### src/pdmc_defines.svh
// Register offsets, field positions, reset values and timing counts.
`ifndef PDMC_DEFINES_SVH
`define PDMC_DEFINES_SVH
`define PDMC_OFF_CTRL_ONE   12'h000
`define PDMC_OFF_CTRL_TWO   12'h004
`define PDMC_OFF_STATUS     12'h008
`define PDMC_RST_CTRL_ONE   8'h07
`define PDMC_RST_CTRL_TWO   8'he0
`define PDMC_B_STANDBY      7
`define PDMC_B_STS_HI       6
`define PDMC_B_STS_LO       4
`define PDMC_B_LOW_SPEED_ON_BIT         3
`define PDMC_B_NESEL        4
`define PDMC_B_DTON         3
`define PDMC_B_MEDIUM_SPEED_SELECT         2
`define PDMC_B_SA_HI        1
`define PDMC_B_SA_LO        0
`define PDMC_SETTLE_MIN     8192
`define PDMC_CNT_W          18
`define PDMC_SRC_W          22
// Wake source bits: timers A,B,C,F,G; ext 0..4; pins 0..7; serial 1..3; A/D.
`define PDMC_SRC_TMR_A      22'h000001
`define PDMC_SRC_TIMERS     22'h00001f
`define PDMC_SRC_EXT0       22'h000020
`define PDMC_SRC_EXT1       22'h000040
`define PDMC_SRC_EXT_ALL    22'h0003e0
`define PDMC_SRC_PINS       22'h03fc00
`define PDMC_SRC_SER_AD     22'h3c0000
`endif

### src/pdmc_pkg.sv
// Types shared by the power-down mode controller.
package pdmc_pkg;
  typedef enum logic [2:0] {
    PDMC_ACT_HI  = 3'b000,
    PDMC_ACT_MED = 3'b001,
    PDMC_SUB_ACT = 3'b010,
    PDMC_SLEEP   = 3'b011,
    PDMC_STANDBY = 3'b100,
    PDMC_WATCH   = 3'b101,
    PDMC_SETTLE  = 3'b110
  } pdmc_mode_t;

  typedef struct packed {
    logic       ctrl_hiz;
    logic       ctrl_hold;
    logic       cpu_halt;
    logic       osc_en;
    logic       periph_halt;
    logic       pwm_halt;
    logic       med_speed;
    logic [1:0] sub_clk;
  } pdmc_ctrl_t;

  typedef struct packed {
    pdmc_mode_t  mode;
    logic [17:0] cnt;
    logic        settle_to_med;
    logic        software_standby_bit;
    logic [2:0]  settle_timer_sel;
    logic        low_speed_on_bit;
    logic        noise_sel;
    logic        direct_xfer;
    logic        medium_speed_select;
    logic        sub_clock_div_hi;
    logic        sub_clock_div_lo;
    logic [31:0] prdata;
    logic        pready;
    logic        pslverr;
    logic        wake_start;
    pdmc_ctrl_t  ctl;
  } pdmc_state_t;
endpackage : pdmc_pkg

### src/pdmc_top.sv
// Power-down mode controller with APB register access.
`timescale 1ns/1ps
`include "pdmc_defines.svh"

// Summary of operation
// - Leaving sleep, standby or watch with low-speed bit clear resumes medium speed if select bit set.
// - Subactive divider field: 00 gives /8, 01 gives /4, 1x gives /2.
// - Writes to the subactive divider field are ignored in subactive mode.
// - Sleep command in active mode with standby and low-speed bits clear sleeps.
// - Sleep halts the CPU; peripherals except PWM keep running.
// - Sleep ends on timer, external, pin, serial or A/D interrupts.
// - No wakeup while the CPU mask bit is set or the source disabled.
// - Reset pin low in sleep ends sleep and resets the CPU.
// - Sleep command in active mode, standby set, low-speed and timer bit clear.
// - Standby stops the clock generator; CPU and peripherals halt.
// - Entering standby puts port pins into high impedance.
// - Standby ends only on external 0, external 1, wakeup pins or reset.
// - Standby wakeup restarts oscillator and waits the selected settle count.
// - Reset pin in standby restarts the oscillator and ends standby.
// - Sleep command with standby and timer mode bits set enters watch.
// - Watch halts peripherals except timer A and LCD; pins hold state.
// - Watch ends only on timer A, external 0, wakeup pins or reset.
// - Watch wakeup goes to high speed, medium speed or subactive by bits.
// - Watch wakeup to active mode waits the settle count first.
// - Settle field: 8192, 16384, 32768, 65536, or 131072 for 1xx.
// - Low-speed bit, reset 0, selects subclock after watch ends.
module pdmc_top
  import pdmc_pkg::*;
#(
  parameter int P_SETTLE_MIN = `PDMC_SETTLE_MIN
) (
  input  wire logic        I_SYS_CLK,
  input  wire logic        I_RST_N,
  input  wire logic        i_psel,
  input  wire logic        i_penable,
  input  wire logic        i_pwrite,
  input  wire logic [11:0] i_paddr,
  input  wire logic [31:0] i_pwdata,
  input  wire logic        i_sleep_exec,
  input  wire logic        i_cpu_int_mask,
  input  wire logic        i_timer_a_mode_bit,
  input  wire logic [21:0] i_wake_req,
  input  wire logic [21:0] i_wake_en,
  output logic      [31:0] o_prdata,
  output logic             o_pready,
  output logic             o_pslverr,
  output logic      [2:0]  o_mode,
  output logic             o_cpu_halt,
  output logic             o_osc_en,
  output logic             o_periph_halt,
  output logic             o_pwm_halt,
  output logic             o_port_hiz,
  output logic             o_port_hold,
  output logic             o_medium_speed,
  output logic      [1:0]  o_sub_clk_sel,
  output logic             o_noise_sel,
  output logic             o_direct_xfer,
  output logic             o_wake_start
);

  pdmc_state_t st_r;
  pdmc_state_t st_nxt;

  logic        apb_wr;
  logic        apb_rd_req;
  logic        active;
  logic [21:0] hit;
  logic [7:0]  ctrl_one_rd;
  logic [7:0]  ctrl_two_rd;

  // Settle length in cycles of the system clock, as a down-count target.
  function automatic logic [17:0] settle_cycles(input logic [2:0] sel);
    logic [17:0] base;
    base = 18'(P_SETTLE_MIN);
    if (sel[2]) begin
      settle_cycles = base << 4;
    end else begin
      settle_cycles = base << sel[1:0];
    end
  endfunction : settle_cycles

  // True when an enabled, unmasked request hits the given source set.
  function automatic logic wake_from(input logic [21:0] set,
                                     input logic [21:0] h);
    wake_from = |(set & h);
  endfunction : wake_from

  assign hit    = i_cpu_int_mask ? 22'h000000
                                 : (i_wake_req & i_wake_en);
  assign active = (st_r.mode == PDMC_ACT_HI) ||
                  (st_r.mode == PDMC_ACT_MED);
  assign apb_wr = i_psel && i_penable && st_r.pready && i_pwrite;
  assign apb_rd_req = i_psel && i_penable && !st_r.pready;

  assign ctrl_one_rd = {st_r.software_standby_bit, st_r.settle_timer_sel,
                        st_r.low_speed_on_bit, 3'h7};
  assign ctrl_two_rd = {3'h7, st_r.noise_sel, st_r.direct_xfer,
                        st_r.medium_speed_select, st_r.sub_clock_div_hi,
                        st_r.sub_clock_div_lo};

  always_comb begin
    st_nxt            = st_r;
    st_nxt.wake_start = 1'b0;
    st_nxt.pready     = 1'b0;
    st_nxt.pslverr    = 1'b0;

    // APB answers in the second access cycle.
    if (apb_rd_req) begin
      st_nxt.pready = 1'b1;
      st_nxt.prdata = 32'h00000000;
      unique case (i_paddr)
        `PDMC_OFF_CTRL_ONE: st_nxt.prdata = {24'h000000, ctrl_one_rd};
        `PDMC_OFF_CTRL_TWO: st_nxt.prdata = {24'h000000, ctrl_two_rd};
        `PDMC_OFF_STATUS:   st_nxt.prdata = {29'h00000000, st_r.mode};
        default:            st_nxt.pslverr = 1'b1;
      endcase
    end

    if (apb_wr && i_paddr == `PDMC_OFF_CTRL_ONE) begin
      st_nxt.software_standby_bit = i_pwdata[`PDMC_B_STANDBY];
      st_nxt.settle_timer_sel = i_pwdata[`PDMC_B_STS_HI:`PDMC_B_STS_LO];
      st_nxt.low_speed_on_bit = i_pwdata[`PDMC_B_LOW_SPEED_ON_BIT];
    end
    if (apb_wr && i_paddr == `PDMC_OFF_CTRL_TWO) begin
      st_nxt.noise_sel           = i_pwdata[`PDMC_B_NESEL];
      st_nxt.direct_xfer         = i_pwdata[`PDMC_B_DTON];
      st_nxt.medium_speed_select = i_pwdata[`PDMC_B_MEDIUM_SPEED_SELECT];
      if (st_r.mode != PDMC_SUB_ACT) begin
        st_nxt.sub_clock_div_hi = i_pwdata[`PDMC_B_SA_HI];
        st_nxt.sub_clock_div_lo = i_pwdata[`PDMC_B_SA_LO];
      end
    end

    unique case (st_r.mode)
      PDMC_ACT_HI, PDMC_ACT_MED: begin
        if (i_sleep_exec) begin
          if (!st_r.software_standby_bit && !st_r.low_speed_on_bit) begin
            st_nxt.mode = PDMC_SLEEP;
          end else if (st_r.software_standby_bit && i_timer_a_mode_bit) begin
            st_nxt.mode = PDMC_WATCH;
          end else if (st_r.software_standby_bit &&
                       !st_r.low_speed_on_bit) begin
            st_nxt.mode = PDMC_STANDBY;
          end
        end
      end
      PDMC_SUB_ACT: begin
        if (i_sleep_exec && st_r.software_standby_bit &&
            i_timer_a_mode_bit) begin
          st_nxt.mode = PDMC_WATCH;
        end
      end
      PDMC_SLEEP: begin
        if (wake_from(`PDMC_SRC_TIMERS | `PDMC_SRC_EXT_ALL |
                      `PDMC_SRC_PINS | `PDMC_SRC_SER_AD, hit)) begin
          st_nxt.mode = st_r.medium_speed_select ? PDMC_ACT_MED
                                                 : PDMC_ACT_HI;
          st_nxt.wake_start = 1'b1;
        end
      end
      PDMC_STANDBY: begin
        if (wake_from(`PDMC_SRC_EXT0 | `PDMC_SRC_EXT1 |
                      `PDMC_SRC_PINS, hit)) begin
          st_nxt.mode = PDMC_SETTLE;
          st_nxt.cnt  = settle_cycles(st_r.settle_timer_sel) - 18'h1;
          st_nxt.settle_to_med = st_r.medium_speed_select;
        end
      end
      PDMC_WATCH: begin
        if (wake_from(`PDMC_SRC_TMR_A | `PDMC_SRC_EXT0 |
                      `PDMC_SRC_PINS, hit)) begin
          if (st_r.low_speed_on_bit) begin
            st_nxt.mode = PDMC_SUB_ACT;
            st_nxt.wake_start = 1'b1;
          end else begin
            st_nxt.mode = PDMC_SETTLE;
            st_nxt.cnt  = settle_cycles(st_r.settle_timer_sel) - 18'h1;
            st_nxt.settle_to_med = st_r.medium_speed_select;
          end
        end
      end
      PDMC_SETTLE: begin
        if (st_r.cnt == 18'h0) begin
          st_nxt.mode = st_r.settle_to_med ? PDMC_ACT_MED
                                           : PDMC_ACT_HI;
          st_nxt.wake_start = 1'b1;
        end else begin
          st_nxt.cnt = st_r.cnt - 18'h1;
        end
      end
      default: st_nxt.mode = PDMC_ACT_HI;
    endcase

    // Clock and pin controls follow the mode being entered.
    st_nxt.ctl.cpu_halt    = (st_nxt.mode == PDMC_SLEEP) ||
                             (st_nxt.mode == PDMC_STANDBY) ||
                             (st_nxt.mode == PDMC_WATCH) ||
                             (st_nxt.mode == PDMC_SETTLE);
    st_nxt.ctl.pwm_halt    = st_nxt.ctl.cpu_halt;
    st_nxt.ctl.osc_en      = (st_nxt.mode != PDMC_STANDBY) &&
                             (st_nxt.mode != PDMC_WATCH);
    st_nxt.ctl.periph_halt = (st_nxt.mode == PDMC_STANDBY) ||
                             (st_nxt.mode == PDMC_WATCH) ||
                             (st_nxt.mode == PDMC_SETTLE);
    st_nxt.ctl.ctrl_hiz    = (st_nxt.mode == PDMC_STANDBY) ||
                             (st_nxt.mode == PDMC_SETTLE &&
                              st_r.mode != PDMC_WATCH &&
                              st_r.ctl.ctrl_hiz);
    st_nxt.ctl.ctrl_hold   = (st_nxt.mode == PDMC_WATCH) ||
                             (st_nxt.mode == PDMC_SETTLE &&
                              !st_nxt.ctl.ctrl_hiz);
    // Speed and divider outputs are decoded here so that they leave a flop.
    st_nxt.ctl.med_speed   = (st_nxt.mode == PDMC_ACT_MED);
    st_nxt.ctl.sub_clk     = st_nxt.sub_clock_div_hi ? 2'h2
                             : {1'b0, st_nxt.sub_clock_div_lo};
  end

  // Reset pin restarts the oscillator and returns to high speed.
  always_ff @(posedge I_SYS_CLK or negedge I_RST_N) begin
    if (!I_RST_N) begin
      st_r                      <= '0;
      st_r.mode                 <= PDMC_ACT_HI;
      st_r.ctl.osc_en           <= 1'b1;
    end else begin
      st_r <= st_nxt;
    end
  end

  assign o_prdata       = st_r.prdata;
  assign o_pready       = st_r.pready;
  assign o_pslverr      = st_r.pslverr;
  assign o_mode         = st_r.mode;
  assign o_cpu_halt     = st_r.ctl.cpu_halt;
  assign o_osc_en       = st_r.ctl.osc_en;
  assign o_periph_halt  = st_r.ctl.periph_halt;
  assign o_pwm_halt     = st_r.ctl.pwm_halt;
  assign o_port_hiz     = st_r.ctl.ctrl_hiz;
  assign o_port_hold    = st_r.ctl.ctrl_hold;
  assign o_medium_speed = st_r.ctl.med_speed;
  assign o_sub_clk_sel  = st_r.ctl.sub_clk;
  assign o_noise_sel    = st_r.noise_sel;
  assign o_direct_xfer  = st_r.direct_xfer;
  assign o_wake_start   = st_r.wake_start;
endmodule : pdmc_top

### config.mk
export PLATFORM = sky130hd
export DESIGN_NAME = pdmc_top
export DESIGN_NICKNAME = d
export VERILOG_FILES = /design/src/pdmc_pkg.sv /design/src/pdmc_top.sv
export VERILOG_INCLUDE_DIRS = /design/src
export SDC_FILE = /design/constraint.sdc
export NUM_CORES = 1
export LEC_CHECK = 0
export BUFFER_PORTS_ARGS = -buffer_cell sky130_fd_sc_hd__buf_2
export CAP_MARGIN = 20
export CELL_PAD_IN_SITES_DETAIL_PLACEMENT = 1
export CELL_PAD_IN_SITES_GLOBAL_PLACEMENT = 1
export CORE_MARGIN = 5
export CORE_UTILIZATION = 30
export CTS_CLUSTER_SIZE = 30
export DETAILED_ROUTE_END_ITERATION = 12
export PLACE_DENSITY = 0.86
export SLEW_MARGIN = 20
export SYNTH_ARGS = -nofsm -noshare
export SYNTH_HDL_FRONTEND = slang
export SYNTH_SLANG_ARGS = --single-unit
export TNS_END_PERCENT = 50
### constraint.sdc
create_clock -name I_SYS_CLK -period 2.87 [get_ports I_SYS_CLK]
set_input_delay 0.1435 -clock I_SYS_CLK [delete_from_list [all_inputs] [get_ports I_SYS_CLK]]
set_output_delay 0.1435 -clock I_SYS_CLK [all_outputs]
set_load 0.01 [all_outputs]
==> results of run 1 <==
cells by family (layout without fill, tap and decap cells):
group / Yosys count / after routing / synth area share
AOI/OAI and AO/OA: 109 / 109 / 0.235
and+or+nand+nor: 106 / 106 / 0.188
buffers and inverters: 61 / 133 / 0.123
DFF: 50 / 50 / 0.406
muxes: 12 / 12 / 0.0430
adders and majority gates: 1 / 1 / 0.00405
other: 1 / 24 / 0.00122
placed cells by master (no fill, tap or decap), types with 6 or more instances in the layout:
master and instances:
buf_4 19, a22o_1 8, mux2_2 10, conb_1 24
buf_2 96, o31ai_1 8, o21ai_0 33, and3_1 6
a21oi_1 17, nor2_1 21, dfrtp_1 49, nor3_1 8
nand2_1 30, a31oi_1 6, inv_1 9, a22oi_1 9
area by class of cell:
cell class / instances / area, sq um
clock buffers: 6 / 72.6
clock inverters: 2 / 10.0
fillers: 1260 / 6470
inverters: 9 / 33.8
multi-input cells: 252 / 1540
flip-flops and latches: 50 / 1250
well taps: 136 / 170
repair buffers: 116 / 633
worst reg2reg max path, stage by stage, from the launching register on:
cell and delay, ns:
dfrtp_1 0.41, inv_1 0.08, ha_1 0.21, nor4b_2 0.29, and2_0 0.23, a31oi_2 0.12, or4_4 0.52, or2_1 0.26
a311o_1 0.35, a21boi_1 0.13
power by group through the flow:
stage	sequential (uW)	clock (uW)	combinational, uW
after global placement	975	0	752
after global routing	997	452	889
after CTS	975	419	801
after floorplan	952	0	553
after detailed placement	986	0	796
final	979	403	799
routing by layer:
metal | up-vias | track usage
met5 | - | 0
li1 | 1377 | -
met1 | 1455 | 0.181
met2 | 81 | 0.261
met3 | 14 | 0.0190
met4 | 0 | 0.0454
worst paths after layout:
kind / endpoint / slack (ns)
worst min register to register: o_prdata[0] / 0.49
worst min-delay path: ctrl_one_rd[7] / 0.07
worst max register to register: o_port_hold / 0.21
min in group asynchronous: o_pslverr / 0.47
worst max-delay path: o_port_hold / 0.21
max in group asynchronous: o_osc_en / 1.60
per-stage QoR:
stage,cell area [sq um],std cells,utilization,setup slack (ns),hold WS (ns)
final,3710,571,0.364,0.205,0.0653
after global routing,3710,571,0.364,0.0412,0.0592
after CTS,3710,571,0.364,0.180,0.0615
after global placement,3620,562,0.355,0.307,0.271
after detailed placement,3620,562,0.355,0.217,0.276
after floorplan,3170,363,-,0.174,-0.152
sequential cells by signal, indices dropped and copies added, names as in the netlist, 2 cells and up:
name,cells
st_r,19
o_prdata,8
ctrl_one_rd,5
o_mode,3
ctrl_two_rd,2
o_sub_clk_sel,2
timing repair:
action | 4_1_cts | 5_1_grt
endpoints found under the setup margin | 0 | 0
hold buffers | 1 | 0
endpoints found under the hold margin | 34 | 0
==> run summary, run 1 <==
Outcome: finished clean
Final ANT Viol Nets: 0
Die Area: 0.0124 sq mm
Setup crit start: st_r[55]
Residual DRC: 0
P per Cell Area: 588 mW/mm^2
CP Cell Sequence: inv_1 -> ha_1 -> nor4b_2 -> and2_0 -> a31oi_2 -> or4_4 -> or2_1 -> a311o_1 -> a21boi_1
Synth Register Bits: 50
P_int: 1340 uW
Initial Utilization: 0.303
Initial antenna violation count: 0
Crit path time final: 2.66 ns
Slew HR: 0.432
Hold path start: i_pwdata[7]
Gate Count Post-Synth: 340
Worst r2r src: st_r[55]
Worst EP arrival: 2.89 ns
Clock share of power: 0.185
Logic pwr share: 0.366
Final hold violation count: 0
Kind of end point of the critical path: flip-flop
Slowest CP cell: or4_4
Proportion of layout cells with a drive suffix above 1: 0.333
Met2 routed WL: 4.91 mm
Chip width: 111 microns
Switch Pwr: 843 uW
Final nets: 531
DR vias/cell: 5.13
Max-Cap Viols: 0
Synth top area share: 0.397
Mapped Area: 0.00309 sq mm
First-pass GRT wire length: 15.0 mm
HP Class: in -> reg
Iter 0 DRT Violations: 121
PostCTS Resize Cnt: 0
Sequential share of power: 0.449
Clock Latency Late Sink: 0.30 ns
Vias in the first global route: 3092
# diodes: 0
RSZ-0062 raised after global routing: false
CP Class: reg -> reg
Largest net degree at the start of global routing: 36
I/O pin count: 145
# setup viols final: 0
Critical Path Stages: 9
Die Span Y: 111 microns
Synth area leaders: dfrtp_1 40%, buf_4 9.2%, o21ai_0 5.4%
Ys async rst share: 1.00
Worst hold path cell count: 2
Met3 wire len: 416 microns
P_leak: 0.00179 uW
Final wirelength: 9.30 mm
Drt first pass iters: 4
CTS Buffer Depth: 2
Routability cong.: 0.808
Fin. max-slew vios: 0
Uppermost layer routed: met4
Net switching fraction of the power: 0.387
Most common cell in the netlist: dfrtp_1
Worst endpoint required time: 3.10 ns
Worst reg-to-reg path cell count: 9
WP buf/inv: 1
Peak supply drop: 0.225 mV
Core Footprint: 0.0102 sq mm
H-tree levels: 2
Worst Path Max Fanout: 4
Synthesis-to-layout area growth: 20.3%
Post-DP HPWL: 7.44 mm
Avg Cell Area, Syn: 9.07 sq um
Final setup TNS: 0 ns
Crit path launch type: flip-flop
Area leader, netlist: dfrtp_1
CTS buffer count: 5
Post-CTS setup buffers: 0
Predominant post-synthesis flop cell: dfrtp_1
Clock Tree Root: clkbuf_8
Worst path max stage delay: 0.52 ns
CTS tree: yes
M1 wire length: 3.82 mm
Worst-margin pin slew: 0.852 ns
Delay-heaviest family, CP: simple AND/OR/NAND/NOR gates
Port Buffers: 96
Max Fclk: 375 MHz
Grt ovf: 0
WL/cell: 16.3 microns
Synth top cells by count: 49 x dfrtp_1, 38 x buf_4, 33 x o21ai_0
Row Count: 37
Synth cell types: 55
Worst-case clock skew: 0.00772 ns
All-Layer GR Usage: 0.145
Seq/Total Area, Yosys: 0.406
Via Count: 2927
Final Cycle Share: 0.928
Number of synthesis warnings: 0
# clock sinks: 50
Number of synthesized flops with an enable pin: 0
Clock transition at path regs: 0.09 ns
Design Power: 2180 uW
No activity file was read; power rests on OpenSTA's default activity.
==> run 2: changes to the inputs <==
PLACE_DENSITY = unset   (was 0.86)
PLACE_DENSITY_LB_ADDON = 0.1   (was unset)
REMOVE_ABC_BUFFERS = 1   (was unset)
==> run summary, run 2 (synthesis results as in run 1) <==
Outcome: finished clean
# clock sinks: 50 (unchanged)
CP Class: reg -> reg
Worst Path Max Fanout: 5 (+1)
Commonest cells after routing, fill and taps aside: 96 x buf_2, 49 x dfrtp_1, 33 x o21ai_0
Design Power: 2210 uW (+1.2%)
Max-Cap Viols: 0 (unchanged)
Final ANT Viol Nets: 0 (unchanged)
HP Class: in -> reg
Iter 0 DRT Violations: 117 (-3.3%)
Chip width: 111 microns (unchanged)
Switch Pwr: 839 uW (-0.53%)
Crit path time final: 2.68 ns (+0.0171 ns)
Max reg flops: 19 (unchanged)
Clock share of power: 0.196 (+0.011)
First-pass GRT wire length: 15.0 mm (-0.14%)
Synthesis-to-layout area growth: 20.7%
Max Fclk: 373 MHz (-0.64%)
Commonest non-fill, non-tap cell in the layout: buf_2
Final Cycle Share: 0.934 (+0.00595)
Via Count: 2800 (-4.3%)
Vias in the first global route: 3077 (-0.49%)
P per Cell Area: 593 mW/mm^2 (+0.83%)
Grt ovf: 0 (unchanged)
Drt first pass iters: 4 (unchanged)
P_int: 1370 uW (+2.2%)
Sequential share of power: 0.444 (-0.005)
Initial antenna violation count: 0 (unchanged)
P_leak: 0.00179 uW (-0.13%)
Clock Latency Late Sink: 0.30 ns (about the same)
# setup viols final: 0 (unchanged)
Post-DP HPWL: 7.10 mm (-4.6%)
Die Span Y: 111 microns (unchanged)
Grt peak-use layer: met2
Logic pwr share: 0.359 (-0.007)
I/O pin count: 145 (unchanged)
Top reg by flops: st_r
Post-CTS setup buffers: 0 (unchanged)
Worst hold margin: 0.0705 ns (+0.00518 ns)
RSZ-0062 raised after global routing: false
Crit path launch type: flip-flop
WL/cell: 15.4 microns (-5.3%)
Die Area: 0.0124 sq mm (unchanged)
Met2 Resource Use GR: 0.250 (-0.0105)
Initial Utilization: 0.303 (unchanged)
Clock transition at path regs: 0.09 ns (about the same)
Net switching fraction of the power: 0.380 (-0.00649)
Register area: 0.00125 sq mm (unchanged)
Final setup TNS: 0 ns (unchanged)
Slowest CP cell: or4_4
Worst EP arrival: 2.91 ns (+0.02 ns)
FILL cells: 1264 (+0.32%)
Kind of end point of the critical path: flip-flop
Final hold violation count: 0 (unchanged)
Slew HR: 0.395 (-0.0372)
Routability cong.: 0.729 (-9.8%)
CP Cell Sequence: or4_4 -> nor3_4 -> a31oi_2 -> or4_4 -> or2_4 -> a311o_1 -> a21boi_1
H-tree levels: 2 (unchanged)
WP buf/inv: 0 (-1)
Core Footprint: 0.0102 sq mm (unchanged)
Worst endpoint required time: 3.09 ns (about the same)
All-Layer GR Usage: 0.144 (-0.00168)
Worst path max stage delay: 0.58 ns (+0.06 ns)
Worst-margin pin slew: 0.899 ns (+0.0476 ns)
Peak supply drop: 0.211 mV (-6.1%)
Clock Tree Root: clkbuf_8
CTS tree: yes
DR vias/cell: 4.92 (-4.0%)
CTS buffer count: 5 (unchanged)
Area of the multi-input gates: 0.00154 sq mm (+0.16%)
Residual DRC: 0 (unchanged)
Worst-case clock skew: 0.00489 ns (-0.00283 ns)
CTS Buffer Depth: 2 (unchanged)
Delay-heaviest family, CP: simple AND/OR/NAND/NOR gates
# diodes: 0 (unchanged)
Row Count: 37 (unchanged)
Proportion of layout cells with a drive suffix above 1: 0.335 (+0.00154)
Most frequent CP cell: or4_4
Final wirelength: 8.78 mm (-5.6%)
Largest net degree at the start of global routing: 31 (-14%)
GR Layer Usage met1: 0.188 (+0.00727)
Port Buffers: 96 (unchanged)
M3 GR Usage: 0.0223 (+0.00326)
Fin. max-slew vios: 0 (unchanged)
Final nets: 529 (-0.38%)
[run 2: changes by cell type in the layout (fill, tap and decap cells not counted), sizes merged]
cell	before	now
buf	115	113
clkinv	2	1
clkinvlp	0	1
[run 2: final cells by class]
class	instances	area share
inverters	9	0.00907
well taps	136	0.0457
repair buffers	114	0.169
flip-flops and latches	50	0.336
multi-input cells	252	0.414
clock buffers	6	0.0222
clock inverters	2	0.00336
[run 2: through the flow]
stage | instances | area (sq um) | utilization | worst slack [ns]
4_1_cts | 569 | 3720 | 0.365 | 0.166
3_3_place_gp | 560 | 3620 | 0.355 | 0.239
5_1_grt | 569 | 3720 | 0.366 | 0.0520
6_report | 569 | 3720 | 0.366 | 0.188
3_5_place_dp | 560 | 3620 | 0.355 | 0.191
2_1_floorplan | 311 | 2830 | - | 0.184
[run 2: what timing repair did]
item	CTS	global route
endpoints found under the setup margin	0	1
endpoints found under the hold margin	19	0
resized for setup	0	2
hold buffers	1	0
[run 2: final timing paths]
check	to	slack [ns]	depth (start not counted)	start
max	o_port_hold	0.19	7	st_r[64]
max in group asynchronous	st_r[65]	1.76	3	I_RST_N
min reg2reg	o_prdata[5]	0.48	2	o_prdata[5]
min	ctrl_one_rd[5]	0.07	2	i_pwdata[5]
min in group asynchronous	o_sub_clk_sel[0]	0.33	2	I_RST_N
max reg2reg	o_port_hold	0.19	7	st_r[64]
[run 2: per-layer routing]
layer,vias up,part of all wire,routed length [microns]
met5,-,0,0
met1,1333,0.46,4000
met3,6,0.050,442
met4,0,0.0093,82
li1,1375,-,-
met2,86,0.48,4260
[run 2: power by group through the flow]
stage / Combinational (uW) / Sequential [uW] / Clock [uW]
4_1_cts: 802 / 982 / 458
5_1_grt: 891 / 1010 / 489
3_5_place_dp: 799 / 995 / 0
6_report: 793 / 981 / 433
3_3_place_gp: 784 / 988 / 0
2_1_floorplan: 450 / 978 / 0
==> run 3: changes to the inputs <==
BUFFER_PORTS_ARGS = unset   (was -buffer_cell sky130_fd_sc_hd__buf_2)
CORE_ASPECT_RATIO = 0.9   (was unset)
CORE_UTILIZATION = 41   (was 30)
DONT_BUFFER_PORTS = 1   (was unset)
==> run summary, run 3 (synthesis results as in run 1) <==
Outcome: finished clean
Clock share of power: 0.236 (+0.040)
Worst Hold End: o_sub_clk_sel[0]
Fin. max-slew vios: 0 (unchanged)
Switch Pwr: 832 uW (-0.81%)
Clock transition at path regs: 0.10 ns (about the same)
# setup viols final: 0 (unchanged)
Proportion of layout cells with a drive suffix above 1: 0.141 (-0.194)
Final ANT Viol Nets: 0 (unchanged)
Worst Path Max Fanout: 5 (unchanged)
Sequential share of power: 0.448 (+0.004)
Crit path time final: 2.70 ns (+0.0160 ns)
Die Span Y: 92.3 microns (-17%)
Worst-margin pin slew: 0.953 ns (+0.0541 ns)
Peak supply drop: 0.328 mV (+55%)
WL/cell: 18.0 microns (+16%)
Vias in the first global route: 2601 (-15%)
HP Class: in -> reg
Net switching fraction of the power: 0.373 (-0.00718)
I/O pin count: 145 (unchanged)
Port Buffers: 0 (-100%)
Slew HR: 0.361 (-0.0335)
All-Layer GR Usage: 0.175 (+0.0318)
Core Footprint: 0.00743 sq mm (-27%)
Worst reg-to-reg path cell count: 9 (+2)
Final nets: 444 (-16%)
RSZ-0062 raised after global routing: false
Final WS setup: 0.172 ns (-0.0160 ns)
Clock Tree Root: clkbuf_8
Design Power: 2230 uW (+1.1%)
Max-Cap Viols: 0 (unchanged)
H-tree levels: 2 (unchanged)
P_int: 1400 uW (+2.3%)
Synthesis-to-layout area growth: 8.52%
Worst r2r src: st_r[55]
Placed cell count: 424 (-24%)
Crit path launch type: flip-flop
Grt ovf: 0 (unchanged)
Worst EP arrival: 2.93 ns (+0.02 ns)
P_leak: 0.00145 uW (-19%)
Initial Utilization: 0.415 (+0.112)
Post-CTS setup buffers: 0 (unchanged)
Worst R2R End: o_port_hold
Kind of end point of the critical path: flip-flop
# clock sinks: 50 (unchanged)
Via Count: 2540 (-9.3%)
Setup WS pre-CTS: 0.131 ns (-0.0608 ns)
Post-DP HPWL: 6.12 mm (-14%)
P per Cell Area: 666 mW/mm^2 (+12%)
Final Cycle Share: 0.940 (+0.00559)
Chip width: 101 microns (-9.0%)
Max Fclk: 371 MHz (-0.59%)
Setup slack, reg-to-reg: 0.17 ns (-0.02 ns)
CTS Buffer Depth: 2 (unchanged)
DR vias/cell: 5.72 (+16%)
Drt first pass iters: 4 (unchanged)
Initial antenna violation count: 0 (unchanged)
Final setup TNS: 0 ns (unchanged)
CTS tree: yes
Clock Latency Late Sink: 0.31 ns (about the same)
CTS buffer count: 5 (unchanged)
# diodes: 0 (unchanged)
Worst endpoint required time: 3.11 ns (+0.02 ns)
Top reg by flops: st_r
Routability cong.: 0.736 (+1.0%)
CP Class: reg -> reg
Logic pwr share: 0.316 (-0.043)
Row Count: 30 (-19%)
Commonest cells after routing, fill and taps aside: 49 x dfrtp_1, 33 x o21ai_0, 30 x nand2_1
Final hold violation count: 0 (unchanged)
Final wirelength: 7.97 mm (-9.2%)
Iter 0 DRT Violations: 96 (-18%)
Die Area: 0.00936 sq mm (-25%)
Final Non-Filler Cells: 444 (-22%)
Residual DRC: 0 (unchanged)
Hold path start: i_pwdata[1]
Worst hold path cell count: 2 (unchanged)
First-pass GRT wire length: 13.3 mm (-12%)
Worst-case clock skew: 0.00832 ns (+0.00344 ns)
Max reg flops: 19 (unchanged)
Commonest non-fill, non-tap cell in the layout: dfrtp_1
Largest net degree at the start of global routing: 51 (+65%)
## run 3: repair_timing
item,4_1_cts,5_1_grt
hold buffers,12,0
endpoints found under the setup margin,0,1
resized for setup,0,1
hold endpoints to repair,62,0
## run 3: cell type report
| cell class | count | area [sq um] |
|---|---|---|
| fill | 870 | 4080 |
| multi-input combinational | 252 | 1550 |
| sequential | 50 | 1250 |
| timing repair buffer | 29 | 278 |
| tap | 96 | 120 |
| clock buffer | 5 | 68.8 |
| clock inverter | 3 | 47.5 |
| inverter | 9 | 33.8 |
## run 3: per-layer routing
metal	share of wire	vias up	wire length (microns)	global-route usage
li1	-	1201	-	-
met1	0.46	1234	3690	0.243
met2	0.45	103	3590	0.281
met3	0.086	2	684	0.0489
met4	0.0019	0	15	0.0233
met5	0	-	0	0
## run 3: power groups by stage
stage / sequential, uW / clock, uW / combinational, uW
finish: 998 / 527 / 705
CTS: 993 / 551 / 713
global placement: 1000 / 0 / 664
global route: 1020 / 576 / 804
floorplan: 978 / 0 / 450
detailed placement: 1000 / 0 / 681
## run 3: how the worst max path moves through the flow
stage | start | end | slack (ns) | depth (start not counted)
after floorplan | st_r[55] | o_port_hold | 0.18 | 9
after global placement | st_r[55] | o_port_hold | 0.19 | 9
after CTS | st_r[55] | o_port_hold | 0.11 | 9
after global routing | st_r[55] | o_port_hold | 0.03 | 9
after detailed placement | st_r[55] | o_port_hold | 0.13 | 9
final | st_r[55] | o_port_hold | 0.17 | 9
## run 3: through the flow
stage	area (sq um)	util	hold WS, ns
after floorplan	2830	-	-0.152
after global placement	3090	0.415	-0.151
after detailed placement	3090	0.415	-0.150
after CTS	3340	0.449	0.00907
after global routing	3350	0.451	0.0335
final	3350	0.451	0.00958
## run 3: critical path, cell delays in order (launching register included)
cell	delay (ns)
dfrtp_1	0.43
inv_1	0.09
ha_1	0.23
nor4b_4	0.24
and2_0	0.22
a31oi_2	0.12
or4_4	0.51
or2_1	0.30
a311o_1	0.36
a21boi_1	0.13
